==> src/adc_ctrl_pkg.sv <==
// Package for the successive-approximation converter control unit.
// Holds register offsets, bit positions, reset values and timing counts.
`default_nettype none
package adc_ctrl_pkg;
  // Register byte offsets on the 20-bit internal address space.
  localparam logic [19:0] ADDR_RESULT_A_HIGH = 20'hFFFE0;
  localparam logic [19:0] ADDR_RESULT_A_LOW = 20'hFFFE1;
  localparam logic [19:0] ADDR_RESULT_B_HIGH = 20'hFFFE2;
  localparam logic [19:0] ADDR_RESULT_B_LOW = 20'hFFFE3;
  localparam logic [19:0] ADDR_RESULT_C_HIGH = 20'hFFFE4;
  localparam logic [19:0] ADDR_RESULT_C_LOW = 20'hFFFE5;
  localparam logic [19:0] ADDR_RESULT_D_HIGH = 20'hFFFE6;
  localparam logic [19:0] ADDR_RESULT_D_LOW = 20'hFFFE7;
  localparam logic [19:0] ADDR_CTRL_STATUS = 20'hFFFE8;
  localparam logic [19:0] ADDR_TRIGGER_CTRL = 20'hFFFE9;
  // Field positions in the control/status register.
  localparam int END_FLAG_BIT = 7;
  localparam int IRQ_ENABLE_BIT = 6;
  localparam int START_BIT = 5;
  localparam int SCAN_BIT = 4;
  localparam int TIME_SEL_BIT = 3;
  localparam int GROUP_BIT = 2;
  // Field positions in the trigger control register.
  localparam int TRIG_ENABLE_BIT = 7;
  localparam int TRIG_SPARE_BIT = 0;
  // Reset values.
  localparam logic [7:0] CTRL_STATUS_RESET = 8'h00;
  localparam logic [7:0] TRIGGER_CTRL_RESET = 8'h7E;
  localparam logic [7:0] TRIGGER_FIXED_ONES = 8'h7E;
  localparam logic [15:0] RESULT_RESET = 16'h0000;
  // Conversion time limits in states (clock cycles).
  localparam int SLOW_CONV_STATES = 134;
  localparam int FAST_CONV_STATES = 70;
  localparam logic [7:0] SLOW_CONV_CYCLES = 8'(SLOW_CONV_STATES);
  localparam logic [7:0] FAST_CONV_CYCLES = 8'(FAST_CONV_STATES);
  // Conversion sequencer states.
  typedef enum logic [1:0] {
    SEQ_IDLE,
    SEQ_LAUNCH,
    SEQ_WAIT
  } seq_state_e;
endpackage
`default_nettype wire

==> src/adc_ctrl_unit.sv <==
// Control and register logic of a 10-bit successive-approximation converter.
// Assumes an 8-bit synchronous CPU bus with one-cycle read/write strobes and an
// analog core that answers each start strobe with a done pulse and a result.
//
// Functional notes
// - Result high byte upper eight, low two at top.
// - Result bits five down to zero read zero.
// - Channels n and n+4 share register n.
// - Results cleared on reset and standby.
// - High byte direct, low byte through latch.
// - High read copies low byte into latch.
// - Control/status cleared on reset and standby.
// - End flag set at single or scan end.
// - End flag cleared by zero after read.
// - DMA acknowledge also clears the end flag.
// - Interrupt request gated by interrupt enable.
// - Start set by software, trigger, timer.
// - Start bit stays one while converting.
// - Single mode clears start at completion.
// - Scan repeats until start bit cleared.
// - Scan starts at group first, wraps around.
// - Mode bit selects single or scan.
// - Time select limits conversion to 134/70.
// - Single mode uses group and channel bits.
// - Scan converts one to four channels.
// - End request offered as DMA activation.
// - Trigger enable gates external and timer starts.
`default_nettype none
module adc_ctrl_unit (
  input wire logic mclk,
  input wire logic resetn,
  input wire logic standby,
  input wire logic [19:0] bus_addr,
  input wire logic bus_rd,
  input wire logic bus_wr,
  input wire logic [7:0] bus_wdata,
  output logic [7:0] bus_rdata,
  input wire logic external_trigger_input,
  input wire logic timer_compare_match,
  input wire logic dma_ack,
  output logic conversion_end_irq,
  output logic dma_request,
  output logic core_start,
  output logic [2:0] core_channel,
  output logic core_time_select,
  output logic [7:0] core_time_limit,
  input wire logic core_done,
  input wire logic [9:0] core_result
);

  // Control/status fields held separately.
  logic conversion_end_flag_reg;
  logic end_irq_enable_reg;
  logic conversion_start_bit_reg;
  logic scan_mode_reg;
  logic conversion_time_select_reg;
  logic [2:0] channel_sel_reg;
  // Trigger control: enable bit and the writable spare bit.
  logic trigger_enable_bit_reg;
  logic trig_spare_reg;
  // Four 10-bit results and the low-byte latch.
  logic [9:0] result_mem [4];
  logic [7:0] low_latch_reg;
  // Armed when software has read the end flag as one.
  logic flag_seen_reg;
  // Previous trigger pin level for falling-edge detection.
  logic trig_prev_reg;
  // Sequencer state, current position within the scan and cycle counter.
  adc_ctrl_pkg::seq_state_e seq_reg;
  logic [1:0] scan_pos_reg;
  logic [7:0] conv_cnt_reg;
  logic [7:0] read_data_next;

  // Packs a 10-bit result into a high or low byte of its 16-bit register.
  function automatic logic [7:0] result_byte(input logic [9:0] res, input logic low);
    result_byte = low ? {res[1:0], 6'h00} : res[9:2];
  endfunction

  // Decoded accesses.
  logic csr_wr;
  logic trg_wr;
  logic csr_rd;
  logic is_result;
  logic [1:0] res_index;
  logic res_low;
  assign csr_wr = bus_wr && (bus_addr == adc_ctrl_pkg::ADDR_CTRL_STATUS);
  assign trg_wr = bus_wr && (bus_addr == adc_ctrl_pkg::ADDR_TRIGGER_CTRL);
  assign csr_rd = bus_rd && (bus_addr == adc_ctrl_pkg::ADDR_CTRL_STATUS);
  assign is_result = (bus_addr >= adc_ctrl_pkg::ADDR_RESULT_A_HIGH) &&
                     (bus_addr <= adc_ctrl_pkg::ADDR_RESULT_D_LOW);
  assign res_index = bus_addr[2:1];
  assign res_low = bus_addr[0];

  // Qualified start events from the pin and the timer.
  logic trig_fall;
  logic hw_start;
  assign trig_fall = trig_prev_reg && !external_trigger_input;
  assign hw_start = trigger_enable_bit_reg && (trig_fall || timer_compare_match);

  // Selected channel count minus one in scan mode, and completion signals.
  logic last_in_scan;
  logic conv_done;
  logic [1:0] first_chan;
  assign last_in_scan = scan_pos_reg == channel_sel_reg[1:0];
  // A done pulse that arrives after an abort is neither stored nor flagged.
  assign conv_done = (seq_reg == adc_ctrl_pkg::SEQ_WAIT) && core_done && conversion_start_bit_reg;

  logic end_event;
  assign end_event = conv_done && (!scan_mode_reg || last_in_scan);
  assign first_chan = 2'h0;

  // Trigger pin history; an idle pin is high.
  always_ff @(posedge mclk or negedge resetn) begin
    if (!resetn) begin
      trig_prev_reg <= 1'b1;
    end else begin
      trig_prev_reg <= external_trigger_input;
    end
  end

  // Control/status bits other than the flag and the start bit.
  // reset and standby clear
  always_ff @(posedge mclk or negedge resetn) begin
    if (!resetn) begin
      end_irq_enable_reg <= 1'b0;
      scan_mode_reg <= 1'b0;
      conversion_time_select_reg <= 1'b0;
      channel_sel_reg <= 3'h0;
    end else if (standby) begin
      end_irq_enable_reg <= 1'b0;
      scan_mode_reg <= 1'b0;
      conversion_time_select_reg <= 1'b0;
      channel_sel_reg <= 3'h0;
    end else if (csr_wr) begin
      end_irq_enable_reg <= bus_wdata[adc_ctrl_pkg::IRQ_ENABLE_BIT];
      scan_mode_reg <= bus_wdata[adc_ctrl_pkg::SCAN_BIT];
      conversion_time_select_reg <= bus_wdata[adc_ctrl_pkg::TIME_SEL_BIT];
      channel_sel_reg <= bus_wdata[2:0];
    end
  end

  // Trigger control register; bits 6..1 are fixed ones. Standby restores reset value.
  always_ff @(posedge mclk or negedge resetn) begin
    if (!resetn) begin
      trigger_enable_bit_reg <= 1'b0;
      trig_spare_reg <= 1'b0;
    end else if (standby) begin
      trigger_enable_bit_reg <= 1'b0;
      trig_spare_reg <= 1'b0;
    end else if (trg_wr) begin
      trigger_enable_bit_reg <= bus_wdata[adc_ctrl_pkg::TRIG_ENABLE_BIT];
      trig_spare_reg <= bus_wdata[adc_ctrl_pkg::TRIG_SPARE_BIT];
    end
  end

  // End flag: hardware set wins over a DMA or software clear in the same cycle; standby wins over the set.
  always_ff @(posedge mclk or negedge resetn) begin
    if (!resetn) begin
      conversion_end_flag_reg <= 1'b0;
      flag_seen_reg <= 1'b0;
    end else if (standby) begin
      conversion_end_flag_reg <= 1'b0;
      flag_seen_reg <= 1'b0;
    end else if (end_event) begin
      conversion_end_flag_reg <= 1'b1;
      flag_seen_reg <= 1'b0;
    end else if (dma_ack && dma_request) begin
      conversion_end_flag_reg <= 1'b0;
      flag_seen_reg <= 1'b0;
    end else if (csr_wr && flag_seen_reg && !bus_wdata[adc_ctrl_pkg::END_FLAG_BIT]) begin
      conversion_end_flag_reg <= 1'b0;
      flag_seen_reg <= 1'b0;
    end else if (csr_rd && conversion_end_flag_reg) begin
      flag_seen_reg <= 1'b1;
    end
  end

  // Start bit: set by software or hardware starts, held during conversion.
  always_ff @(posedge mclk or negedge resetn) begin
    if (!resetn) begin
      conversion_start_bit_reg <= 1'b0;
    end else if (standby) begin
      conversion_start_bit_reg <= 1'b0;
    end else if (csr_wr) begin
      conversion_start_bit_reg <= bus_wdata[adc_ctrl_pkg::START_BIT];
    end else if (hw_start) begin
      conversion_start_bit_reg <= 1'b1;
    end else if (conv_done && !scan_mode_reg) begin
      conversion_start_bit_reg <= 1'b0;
    end
  end

  // Conversion sequencer; a cleared start bit aborts whatever is in flight.
  always_ff @(posedge mclk or negedge resetn) begin
    if (!resetn) begin
      seq_reg <= adc_ctrl_pkg::SEQ_IDLE;
      scan_pos_reg <= 2'h0;
      conv_cnt_reg <= 8'h00;
    end else if (standby || !conversion_start_bit_reg) begin
      seq_reg <= adc_ctrl_pkg::SEQ_IDLE;
      scan_pos_reg <= 2'h0;
      conv_cnt_reg <= 8'h00;
    end else begin
      case (seq_reg)
        adc_ctrl_pkg::SEQ_IDLE: begin
          scan_pos_reg <= first_chan;
          seq_reg <= adc_ctrl_pkg::SEQ_LAUNCH;
        end
        adc_ctrl_pkg::SEQ_LAUNCH: begin
          conv_cnt_reg <= 8'h00;
          seq_reg <= adc_ctrl_pkg::SEQ_WAIT;
        end
        adc_ctrl_pkg::SEQ_WAIT: begin
          conv_cnt_reg <= conv_cnt_reg + 8'h01;
          if (core_done) begin
            if (scan_mode_reg) begin
              scan_pos_reg <= last_in_scan ? first_chan : scan_pos_reg + 2'h1;
              seq_reg <= adc_ctrl_pkg::SEQ_LAUNCH;
            end else begin
              seq_reg <= adc_ctrl_pkg::SEQ_IDLE;
            end
          end
        end
        default: begin
          seq_reg <= adc_ctrl_pkg::SEQ_IDLE;
        end
      endcase
    end
  end

  // Core interface: channel from mode, strobe from the launch state.
  // scan or single channel choice
  assign core_channel = scan_mode_reg ? {channel_sel_reg[adc_ctrl_pkg::GROUP_BIT], scan_pos_reg}
                                      : channel_sel_reg;
  assign core_start = seq_reg == adc_ctrl_pkg::SEQ_LAUNCH;
  assign core_time_select = conversion_time_select_reg;
  assign core_time_limit = conversion_time_select_reg ? adc_ctrl_pkg::FAST_CONV_CYCLES
                                                      : adc_ctrl_pkg::SLOW_CONV_CYCLES;

  // Result storage; channel low two bits pick the register.
  always_ff @(posedge mclk or negedge resetn) begin
    if (!resetn) begin
      for (int i = 0; i < 4; i++) begin
        result_mem[i] <= adc_ctrl_pkg::RESULT_RESET[9:0];
      end
    end else if (standby) begin
      for (int i = 0; i < 4; i++) begin
        result_mem[i] <= adc_ctrl_pkg::RESULT_RESET[9:0];
      end
    end else if (conv_done && conversion_start_bit_reg) begin
      result_mem[core_channel[1:0]] <= core_result;
    end
  end

  // Low-byte latch loaded on every high-byte read.
  always_ff @(posedge mclk or negedge resetn) begin
    if (!resetn) begin
      low_latch_reg <= 8'h00;
    end else if (standby) begin
      low_latch_reg <= 8'h00;
    end else if (bus_rd && is_result && !res_low) begin
      low_latch_reg <= result_byte(result_mem[res_index], 1'b1);
    end
  end

  // Read multiplexer; unmapped addresses read zero.
  always_comb begin
    read_data_next = 8'h00;
    if (is_result) begin
      read_data_next = res_low ? low_latch_reg : result_byte(result_mem[res_index], 1'b0);
    end else if (bus_addr == adc_ctrl_pkg::ADDR_CTRL_STATUS) begin
      read_data_next = {conversion_end_flag_reg, end_irq_enable_reg, conversion_start_bit_reg,
                        scan_mode_reg, conversion_time_select_reg, channel_sel_reg};
    end else if (bus_addr == adc_ctrl_pkg::ADDR_TRIGGER_CTRL) begin
      read_data_next = adc_ctrl_pkg::TRIGGER_FIXED_ONES |
                       {trigger_enable_bit_reg, 6'h00, trig_spare_reg};
    end
  end

  // Read data registered one cycle after the read strobe.
  always_ff @(posedge mclk or negedge resetn) begin
    if (!resetn) begin
      bus_rdata <= 8'h00;
    end else if (bus_rd) begin
      bus_rdata <= read_data_next;
    end
  end

  assign conversion_end_irq = conversion_end_flag_reg && end_irq_enable_reg;
  assign dma_request = conversion_end_irq;

  // A conversion end with the enable set raises the request one cycle later.
  irq_gate_a: assert property (@(posedge mclk) disable iff (!resetn)
    (end_event && end_irq_enable_reg && !csr_wr && !standby) |=> conversion_end_irq)
    else $error("interrupt not raised at conversion end");

  // Completed single conversion drops the start bit next cycle.
  single_clear_a: assert property (@(posedge mclk) disable iff (!resetn)
    (conv_done && !scan_mode_reg && !csr_wr && !hw_start && !standby) |=> !conversion_start_bit_reg)
    else $error("single mode start bit not cleared");

  // End event raises the flag next cycle.
  flag_set_a: assert property (@(posedge mclk) disable iff (!resetn)
    (end_event && !standby) |=> conversion_end_flag_reg)
    else $error("end flag not set");

  // Writing one cannot set the flag.
  flag_write_a: assert property (@(posedge mclk) disable iff (!resetn)
    (!conversion_end_flag_reg && !end_event) |=> !conversion_end_flag_reg)
    else $error("end flag set without conversion end");

  // Standby clears control/status and results.
  standby_clear_a: assert property (@(posedge mclk) disable iff (!resetn)
    standby |=> (!conversion_start_bit_reg && !end_irq_enable_reg && result_mem[0] == 10'h000))
    else $error("standby did not clear state");

  // Disabled trigger never starts a conversion.
  trig_gate_a: assert property (@(posedge mclk) disable iff (!resetn)
    (!conversion_start_bit_reg && !trigger_enable_bit_reg && !csr_wr) |=> !conversion_start_bit_reg)
    else $error("start without enabled trigger");

  // Scan channel always stays within the selected count.
  scan_range_a: assert property (@(posedge mclk) disable iff (!resetn)
    (scan_mode_reg && seq_reg == adc_ctrl_pkg::SEQ_WAIT) |-> scan_pos_reg <= channel_sel_reg[1:0])
    else $error("scan channel out of range");

  // High-byte read loads the latch with the packed low byte.
  latch_copy_a: assert property (@(posedge mclk) disable iff (!resetn)
    (bus_rd && is_result && !res_low && !standby) |=>
      low_latch_reg == {$past(result_mem[0][1:0]), 6'h00} || $past(res_index) != 2'h0)
    else $error("low byte latch not loaded");

  // Launch strobe is followed by the wait state.
  launch_wait_a: assert property (@(posedge mclk) disable iff (!resetn)
    (core_start && conversion_start_bit_reg && !standby) |=> seq_reg == adc_ctrl_pkg::SEQ_WAIT)
    else $error("launch not followed by wait");

  // A conversion never runs past the limit announced to the core; a slow core shows here.
  conv_limit_a: assert property (@(posedge mclk) disable iff (!resetn)
    (seq_reg == adc_ctrl_pkg::SEQ_WAIT) |-> (conv_cnt_reg <= core_time_limit))
    else $error("conversion exceeded its time limit");

  // An accepted DMA transfer clears the flag unless a new end arrives with it.
  dma_clear_a: assert property (@(posedge mclk) disable iff (!resetn)
    (dma_ack && dma_request && !end_event && !standby) |=> !conversion_end_flag_reg)
    else $error("end flag not cleared by DMA");

endmodule
`default_nettype wire

==> config.mk <==
export PLATFORM = sky130hd
export DESIGN_NAME = adc_ctrl_unit
export DESIGN_NICKNAME = d
export VERILOG_FILES = /design/src/adc_ctrl_pkg.sv /design/src/adc_ctrl_unit.sv
export SDC_FILE = /design/constraint.sdc
export NUM_CORES = 1
export LEC_CHECK = 0
export BUFFER_PORTS_ARGS = -buffer_cell sky130_fd_sc_hd__buf_2
export CELL_PAD_IN_SITES_DETAIL_PLACEMENT = 0
export CELL_PAD_IN_SITES_GLOBAL_PLACEMENT = 1
export CORE_MARGIN = 1.5
export CORE_UTILIZATION = 46
export CTS_CLUSTER_DIAMETER = 30
export DETAILED_ROUTE_END_ITERATION = 16
export MAX_ROUTING_LAYER = met4
export PLACE_DENSITY = 0.92
export SYNTH_ARGS = -nofsm -noshare
export SYNTH_HDL_FRONTEND = slang
export SYNTH_SLANG_ARGS = --single-unit
==> constraint.sdc <==
create_clock -name mclk -period 5.5 [get_ports mclk]
set_clock_uncertainty 0.2 [all_clocks]
set_input_delay 0.275 -clock mclk [delete_from_list [all_inputs] [get_ports mclk]]
set_output_delay 0.275 -clock mclk [all_outputs]
set_load 0.1 [all_outputs]
==> impl_metrics.env, run 1 <==
export IMPL_fin_tns_setup_ns=0
export IMPL_max_cap_violations=0
export IMPL_path_delay_family="simple AND/OR/NAND/NOR gates"
export IMPL_ctsHtreeMaxLevel=3
export IMPL_path_buf_inv=1
export IMPL_ys_seq_area_share_pct=47.5
export IMPL_start_kind="register"
export IMPL_status="completed"
export IMPL_finalCriticalPeriod_ns=2.53
export IMPL_place_congestion=0.787
export IMPL_r2r_end="result_mem[23]"
export IMPL_reg2reg_depth=5
export IMPL_setup_slack_ns=2.97
export IMPL_tightest_slew_ns=1.13
export IMPL_dp_cells=476
export IMPL_cts_sinks=66
export IMPL_path_class="register to register"
export IMPL_syn_cell_area_mm2=0.00348
export IMPL_cts_root_buffer="clkbuf_8"
export IMPL_drt_wl_total_um=7870
export IMPL_cts_tree="done"
export IMPL_core_mm2=0.00729
export IMPL_hold_viol=0
export IMPL_layout_cells_non_filler=499
export IMPL_hold_end="channel_sel_reg[1]"
export IMPL_synth_seq_cells=66
export IMPL_leakagePower_nw=1.85
export IMPL_pre_cts_slack_ns=2.99
export IMPL_setup_viol=0
export IMPL_wire_per_inst_um=15.8
export IMPL_dr_pass1_iters=4
export IMPL_arrival_ns=2.53
export IMPL_critPathMaxFanout=10
export IMPL_syn2layout_area_growth_pct=16.0
export IMPL_slew_violations=0
export IMPL_io_pins=70
export IMPL_hp_start="bus_wdata[1]"
export IMPL_clk_latency_ns=0.34
export IMPL_die_y_um=90.0
export IMPL_start_util_pct=47.7
export IMPL_worstSetupEndpointType="register"
export IMPL_antenna_left=0
export IMPL_largest_register_ffs=40
export IMPL_drive_above_1_share_pct=24.3
export IMPL_grt_pass1_wl_um=13200
export IMPL_synthCells=339
export IMPL_critPathSlowestCell="nor3_2"
export IMPL_path_clk_slew_ns=0.07
export IMPL_vias_per_cell=5.35
export IMPL_die_area_mm2=0.00809
export IMPL_max_clock_path_buffers=2
export IMPL_num_antenna_cells=0
export IMPL_cp_required_ns=5.49
export IMPL_relSlewSlack_pct=24.5
export IMPL_yosysWarnings=0
export IMPL_cts_resized_gates=0
export IMPL_register_area_mm2=0.00165
export IMPL_cts_made_buffers=9
export IMPL_ir_drop_uv=144
export IMPL_multiInputGateArea_mm2=0.00163
export IMPL_syn_avg_cell_area_um2=10.3
export IMPL_vias=2668
export IMPL_fmax_ghz=0.395
export IMPL_hold_depth=3
export IMPL_antenna_found_initial=0
export IMPL_grt_overflow=0
export IMPL_grt_pass1_vias=2663
export IMPL_final_nets=442
export IMPL_drt_iter0_drc=175
export IMPL_synthArstFlopShare_pct=100
export IMPL_ys_flop_type="dfrtp_1"
export IMPL_row_count=31
export IMPL_worstSetupStartpoint="scan_mode_reg"
export IMPL_port_buffers=63
export IMPL_grt_max_degree=67
export IMPL_power_density_mw_per_mm2=232
export IMPL_rrSetupSlack_ns=2.97
export IMPL_ys_types=49
export IMPL_drc_errors=0
export IMPL_nFillCells=665
export IMPL_globalRouteTotalUtil_pct=21.2
export IMPL_cpPeakStageDelay_ns=0.86
export IMPL_crit_chain="mux2i_2 -> inv_2 -> nor3_2 -> mux2i_1 -> nor2_1"
export IMPL_hold_class="primary input to register"
export IMPL_dpl_hpwl_um=5390
export IMPL_die_x_um=90.0
export IMPL_synth_edf_count=0
export IMPL_rsz0062_at_grt="no"
export IMPL_fin_crit_sh_pct=46.1
export IMPL_r2r_start="scan_mode_reg"
-- cells in the final DEF (no fill, tap or decap), types with 3 or more instances in the layout --
cell,instances
nand4_1,7
o21ai_0,11
nand3_1,10
a21boi_0,3
nor3_1,3
clkbuf_8,11
o21a_1,4
nor2_1,53
mux2i_1,57
dfrtp_1,65
inv_1,11
buf_2,63
nor3_2,3
conb_1,6
nand2_1,3
and2_1,3
a21oi_1,14
o22ai_1,14
dlygate4sd3_1,7
nor2b_1,3
or3_1,3
nand2b_1,3
-- cell type report --
| type | count | share of cell area, % |
|---|---|---|
| Multi-Input combinational cell | 233 | 40.3 |
| Clock buffer | 12 | 3.84 |
| Sequential cell | 66 | 41.0 |
| Timing Repair Buffer | 72 | 9.92 |
| Clock inverter | 4 | 0.651 |
| Inverter | 13 | 1.21 |
| Tap cell | 99 | 3.07 |
-- cells in the mapped netlist, types with 3 or more instances --
master / number / area (µm²)
a21boi_0: 3 / 22.5
a21oi_1: 14 / 70.1
and2_1: 3 / 18.8
buf_2: 5 / 25.0
buf_4: 11 / 82.6
clkbuf_1: 13 / 48.8
dfrtp_1: 65 / 1630
inv_1: 11 / 41.3
mux2i_1: 57 / 571
nand2_1: 3 / 11.3
nand2b_1: 3 / 18.8
nand3_1: 10 / 50.1
nand4_1: 7 / 43.8
nor2_1: 53 / 199
nor2b_1: 3 / 18.8
nor3_1: 6 / 30.0
o21a_1: 4 / 30.0
o21ai_0: 11 / 55.1
o22ai_1: 14 / 87.6
or3_1: 3 / 18.8
-- where the power goes --
| group | internal, mW | switching (mW) | total [mW] |
|---|---|---|---|
| clock | 0.188 | 0.184 | 0.372 |
| sequential | 0.486 | 0.0000855 | 0.486 |
| combinational | 0.0232 | 0.0563 | 0.0796 |
| total | 0.697 | 0.240 | 0.937 |
-- tightest hold or removal path: cells and delay by family --
family / cells / cell delay [ns]
AND/OR/NAND/NOR: 1 / 0.07
buffers and inverters: 1 / 0.10
AO/OA/AOI/OAI: 1 / 0.07
-- per-stage QoR --
stage	hold WS [ns]	util [%]	power [mW]	instance area [µm²]
3_5_place_dp	0.195	51.9	0.572	3780
2_1_floorplan	-0.221	-	0.539	3490
5_1_grt	0.0259	55.3	0.974	4040
4_1_cts	0.0123	55.3	0.945	4040
6_report	0.0226	55.3	0.937	4040
3_3_place_gp	0.192	51.9	0.571	3780
-- kinds of logic after synthesis --
logic type / share of synthesized area (%)
and+or+nand+nor: 15.7
xor gates and xnor gates: 0.504
DFF: 47.5
buffers and inverters: 6.55
AOI/OAI and AO/OA: 10.1
muxes: 19.4
other: 0.216
-- metal layers --
metal / track usage [%] / vias to the layer above / wire [µm]
met3: 3.47 / 7 / 461
met1: 28.2 / 1282 / 3620
met5: - / - / 0
met2: 33.2 / 82 / 3720
li1: - / 1297 / -
met4: 7.01 / 0 / 65
-- how the worst max path moves through the flow --
stage                endpoint  depth (start not counted)
2_1_floorplan    bus_rdata[3]                          4
3_3_place_gp   result_mem[20]                          5
3_5_place_dp   result_mem[20]                          5
4_1_cts        result_mem[20]                          5
5_1_grt        result_mem[23]                          5
6_report       result_mem[23]                          5
-- what timing repair did --
action                                 4_1_cts  5_1_grt
endpoints found under the hold margin       71        0
hold buffers                                 7        0
setup buffers                                0        0
Note: power is estimated with default switching activity, not from simulation.
==> run 2: changes to the inputs <==
ABC_AREA = 1   (was unset)
CORE_UTILIZATION = 37   (was 46)
PLACE_DENSITY = 0.84   (was 0.92)
clock period = 2.05 ns   (was 5.5 ns; I/O delays follow)
==> impl_metrics.env, run 2 <==
export IMPL_grt_pass1_vias=3238
export IMPL_die_x_um=102
export IMPL_worstSetupEndpointType="register"
export IMPL_drt_iter0_drc=232
export IMPL_antenna_found_initial=0
export IMPL_hold_viol=0
export IMPL_finalCriticalPeriod_ns=1.96
export IMPL_dp_cells=633
export IMPL_grt_overflow=0
export IMPL_row_count=35
export IMPL_syn_avg_cell_area_um2=7.87
export IMPL_hold_class="primary input to register"
export IMPL_setup_slack_ns=0.0942
export IMPL_ys_top_cells_by_area="dfrtp_1 45%, nand2_1 11%, nand3_1 8.7%"
export IMPL_layout_cells_non_filler=680
export IMPL_synthArstFlopShare_pct=100
export IMPL_ys_types=36
export IMPL_power_density_mw_per_mm2=617
export IMPL_grt_pass1_wl_um=15600
export IMPL_antenna_left=0
export IMPL_cts_root_buffer="clkbuf_8"
export IMPL_setup_viol=0
export IMPL_critPathMaxFanout=4
export IMPL_io_pins=70
export IMPL_vias=3379
export IMPL_fmax_ghz=0.511
export IMPL_die_area_mm2=0.0104
export IMPL_cts_tree="done"
export IMPL_yosysTopAreaCell="dfrtp_1"
export IMPL_start_util_pct=38.6
export IMPL_synth_seq_cells=66
export IMPL_start_kind="register"
export IMPL_num_antenna_cells=0
export IMPL_path_class="register to register"
export IMPL_yosys_cell_count_top_type="nand2_1"
export IMPL_cp_required_ns=2.08
export IMPL_place_congestion=0.785
export IMPL_ctsHtreeMaxLevel=3
export IMPL_largest_register_ffs=40
export IMPL_synth_edf_count=0
export IMPL_max_clock_path_buffers=2
export IMPL_yosysWarnings=0
export IMPL_slew_violations=0
export IMPL_place_area_mm2=0.00400
export IMPL_rsz0062_at_grt="yes"
export IMPL_arrival_ns=1.99
export IMPL_final_cell_area_mm2=0.00453
export IMPL_die_y_um=102
export IMPL_drive_above_1_share_pct=23.4
export IMPL_synthCells=460
export IMPL_final_cell_mix="102 x nand2_1, 63 x buf_2, 62 x nand3_1, 62 x dfrtp_1, 44 x inv_1"
export IMPL_synth_common_cells="102 x nand2_1, 65 x dfrtp_1, 63 x nand3_1, 46 x inv_1, 36 x o21ai_0"
export IMPL_relSlewSlack_pct=63.1
export IMPL_drc_errors=0
export IMPL_grt_max_degree=67
export IMPL_max_cap_violations=0
export IMPL_leakagePower_nw=2.26
export IMPL_synth_top_area_share_pct=44.9
export IMPL_core_mm2=0.00937
export IMPL_final_nets=593
export IMPL_ir_drop_uv=336
export IMPL_wire_per_inst_um=14.1
export IMPL_ys_flop_type="dfrtp_1"
export IMPL_cts_sinks=66
export IMPL_ys_seq_area_share_pct=45.6
export IMPL_status="completed"
export IMPL_cts_made_buffers=9
export IMPL_clk_latency_ns=0.35
export IMPL_dr_pass1_iters=5
export IMPL_pre_cts_slack_ns=0.273
export IMPL_vias_per_cell=4.97
export IMPL_mostFrequentLayoutCell="nand2_1"
export IMPL_drt_wl_total_um=9590
export IMPL_fin_crit_sh_pct=95.4
export IMPL_syn_cell_area_mm2=0.00362
export IMPL_syn2layout_area_growth_pct=25.1
export IMPL_path_clk_slew_ns=0.08
export IMPL_dpl_hpwl_um=6550
export IMPL_port_buffers=63
export IMPL_tightest_slew_ns=0.552
export IMPL_globalRouteTotalUtil_pct=20.1
[run 2: final timing paths]
kind | start | end | slack (ns) | cells after the start
setup / recovery | channel_sel_reg[1] | flag_seen_reg | 0.09 | 7
hold / removal | bus_wr | trigger_enable_bit_reg | 0.01 | 6
setup reg to reg | channel_sel_reg[1] | flag_seen_reg | 0.09 | 7
hold reg to reg | bus_rdata[0] | bus_rdata[0] | 0.28 | 2
max in group asynchronous | resetn | trig_prev_reg | 1.22 | 3
min in group asynchronous | resetn | result_mem[13] | 0.07 | 3
[run 2: layout make-up]
class | count | area (µm²)
Inverter | 55 | 214
Tap cell | 129 | 161
Multi-Input combinational cell | 313 | 1600
Fill cell | 971 | 4840
Timing Repair Buffer | 101 | 698
Clock buffer | 9 | 124
Clock inverter | 7 | 77.6
Sequential cell | 66 | 1660
[run 2: metrics by stage]
stage	hold WS, ns	total power, mW	utilization [%]	setup TNS (ns)
4_1_cts	0.00475	2.81	48.0	0
2_1_floorplan	-0.393	1.53	-	0
3_5_place_dp	-0.0510	1.65	42.7	0
6_report	0.0146	2.79	48.3	0
5_1_grt	0.0655	2.91	48.3	-0.0372
3_3_place_gp	-0.0556	1.64	42.7	0
[run 2: repair_timing]
action,CTS,global route
setup endpoints to repair,0,3
hold buffers,29,0
endpoints found under the hold margin,130,0
setup buffers,0,2
gates resized for setup,0,6
[run 2: report_power, final]
part           internal, mW  total (mW)  switching (mW)
Clock                 0.572        1.13           0.554
Sequential             1.31        1.32         0.00778
Combinational         0.115       0.349           0.235
[run 2: worst max-delay path, stage by stage, from the launching register on]
cell,delay (ns)
dfrtp_2,0.45
xnor2_1,0.16
nand2_1,0.09
a21oi_2,0.17
nor2_1,0.06
nand3_1,0.10
a21oi_1,0.05
dlygate4sd3_1,0.56
[run 2: cell families (layout without fill, tap and decap cells)]
logic type | after synthesis | in the layout | synth area share [%]
buffers and inverters | 85 | 172 | 11.1
XOR/XNOR | 2 | 2 | 0.484
other | 2 | 6 | 0.207
AO/OA/AOI/OAI | 85 | 85 | 13.6
AND/OR/NAND/NOR | 220 | 220 | 29.0
flip-flops | 66 | 66 | 45.6
[run 2: layer usage]
metal	vias to the layer above	global-route usage (%)	share of wire, %
li1	1692	-	-
met1	1569	25.7	47
met2	105	32.4	46
met3	13	3.90	5.2
met4	0	6.11	1.3
met5	-	-	0
==> run 3: changes to the inputs <==
MAX_ROUTING_LAYER = unset   (was met4)
SETUP_SLACK_MARGIN = 0.3   (was unset)
==> impl_metrics.env, run 3 (synthesized netlist as in run 2, its figures left out) <==
export IMPL_hp_start="standby"
export IMPL_drt_iter0_drc=162
export IMPL_fmax_ghz=0.574
export IMPL_drive_above_1_share_pct=24.1
export IMPL_nFillCells=963
export IMPL_rsz0062_at_grt="yes"
export IMPL_start_kind="register"
export IMPL_fin_tns_setup_ns=0
export IMPL_ctsHtreeMaxLevel=3
export IMPL_max_clock_path_buffers=2
export IMPL_dr_pass1_iters=5
export IMPL_finalCriticalPeriod_ns=1.74
export IMPL_setup_viol=0
export IMPL_cp_required_ns=1.75
export IMPL_largest_register_ffs=40
export IMPL_r2r_start="seq_reg[1]"
export IMPL_mostFrequentLayoutCell="nand2_1"
export IMPL_hold_class="primary input to register"
export IMPL_vias=3400
export IMPL_syn2layout_area_growth_pct=27.1
export IMPL_cts_sinks=66
export IMPL_power_density_mw_per_mm2=600
export IMPL_cts_made_buffers=9
export IMPL_drc_errors=0
export IMPL_worstSetupEndpointType="primary output"
export IMPL_grt_pass1_vias=3226
export IMPL_start_util_pct=38.6
export IMPL_hold_depth=4
export IMPL_slew_violations=0
export IMPL_layout_cells_non_filler=685
export IMPL_hold_end="channel_sel_reg[2]"
export IMPL_status="completed"
export IMPL_reg2reg_depth=7
export IMPL_final_nets=598
export IMPL_dp_cells=634
export IMPL_ir_drop_uv=412
export IMPL_row_count=35
export IMPL_dpl_hpwl_um=6890
export IMPL_antenna_left=0
export IMPL_path_class="register to primary output"
export IMPL_cts_tree="done"
export IMPL_die_area_mm2=0.0104
export IMPL_drt_wl_total_um=9610
export IMPL_arrival_ns=1.44
export IMPL_grt_overflow=0
export IMPL_rrSetupSlack_ns=0.38
export IMPL_vias_per_cell=4.96
export IMPL_antenna_found_initial=0
export IMPL_die_y_um=102
export IMPL_place_congestion=0.828
export IMPL_critPathMaxFanout=4
export IMPL_hold_viol=0
export IMPL_r2r_end="result_mem[32]"
export IMPL_globalRouteTotalUtil_pct=19.3
export IMPL_cts_root_buffer="clkbuf_8"
export IMPL_grt_pass1_wl_um=15400
export IMPL_core_mm2=0.00937
export IMPL_clk_latency_ns=0.35
export IMPL_port_buffers=63
export IMPL_fin_crit_sh_pct=85.0
export IMPL_max_cap_violations=0
export IMPL_final_cell_mix="101 x nand2_1, 63 x dfrtp_1, 62 x nand3_1"
export IMPL_die_x_um=102
export IMPL_tightest_slew_ns=0.531
export IMPL_relSlewSlack_pct=64.5
export IMPL_path_clk_slew_ns=0.08
export IMPL_wire_per_inst_um=14.0
export IMPL_num_antenna_cells=0
export IMPL_grt_max_degree=48
export IMPL_leakagePower_nw=2.27
export IMPL_io_pins=70
[run 3: worst max-delay path by stage]
| stage | slack [ns] | to | startpoint |
|---|---|---|---|
| 6_report | 0.31 | core_channel[1] | channel_sel_reg[1] |
| 3_3_place_gp | 0.33 | bus_rdata[0] | bus_addr[9] |
| 5_1_grt | 0.25 | core_channel[1] | channel_sel_reg[1] |
| 2_1_floorplan | 0.18 | core_time_select | core_time_select |
| 3_5_place_dp | 0.32 | bus_rdata[7] | bus_addr[13] |
| 4_1_cts | 0.31 | result_mem[35] | seq_reg[1] |
[run 3: per-stage QoR]
step	hold slack [ns]	util [%]	setup slack [ns]	total power, mW	cell area, µm²
detailed placement	-0.106	42.9	0.323	1.64	4020
global route	0.0644	49.1	0.250	2.88	4600
finish	0.0247	49.1	0.308	2.76	4600
global placement	-0.110	42.9	0.326	1.64	4020
CTS	0.00742	48.1	0.313	2.79	4510
floorplan	-0.393	-	0.177	1.54	3650
[run 3: power breakdown]
part	switching [mW]	internal, mW	leakage, nW
sequential	0.00757	1.31	0.912
combinational	0.232	0.114	1.26
clock	0.535	0.564	0.0925
[run 3: critical path: stages (launching register included)]
cell     delay (ns)
dfrtp_1        0.46
o21ai_2        0.34
inv_4          0.06
buf_4          0.24
[run 3: layer usage]
| layer | global-route usage (%) | wire [µm] |
|---|---|---|
| met4 | 5.48 | 72 |
| met1 | 25.7 | 4500 |
| met2 | 31.9 | 4470 |
| met5 | 0 | 0 |
| met3 | 3.90 | 563 |
[run 3: cell type report]
class                           instances  area (µm²)  area share [%]
Multi-Input combinational cell        313        1620            35.2
Clock inverter                          6        67.6            1.47
Sequential cell                        66        1660            36.0
Clock buffer                           10         128            2.77
Inverter                               55         228            4.95
Tap cell                              129         161            3.51
Timing Repair Buffer                  106         741            16.1
[run 3: what timing repair did]
action / 4_1_cts / 5_1_grt
setup buffers: 0 / 6
hold endpoints to repair: 130 / 0
pin swaps: 0 / 1
gates cloned: 0 / 0
endpoints found under the setup margin: 2 / 28
hold buffers: 29 / 0
resized for setup: 2 / 13
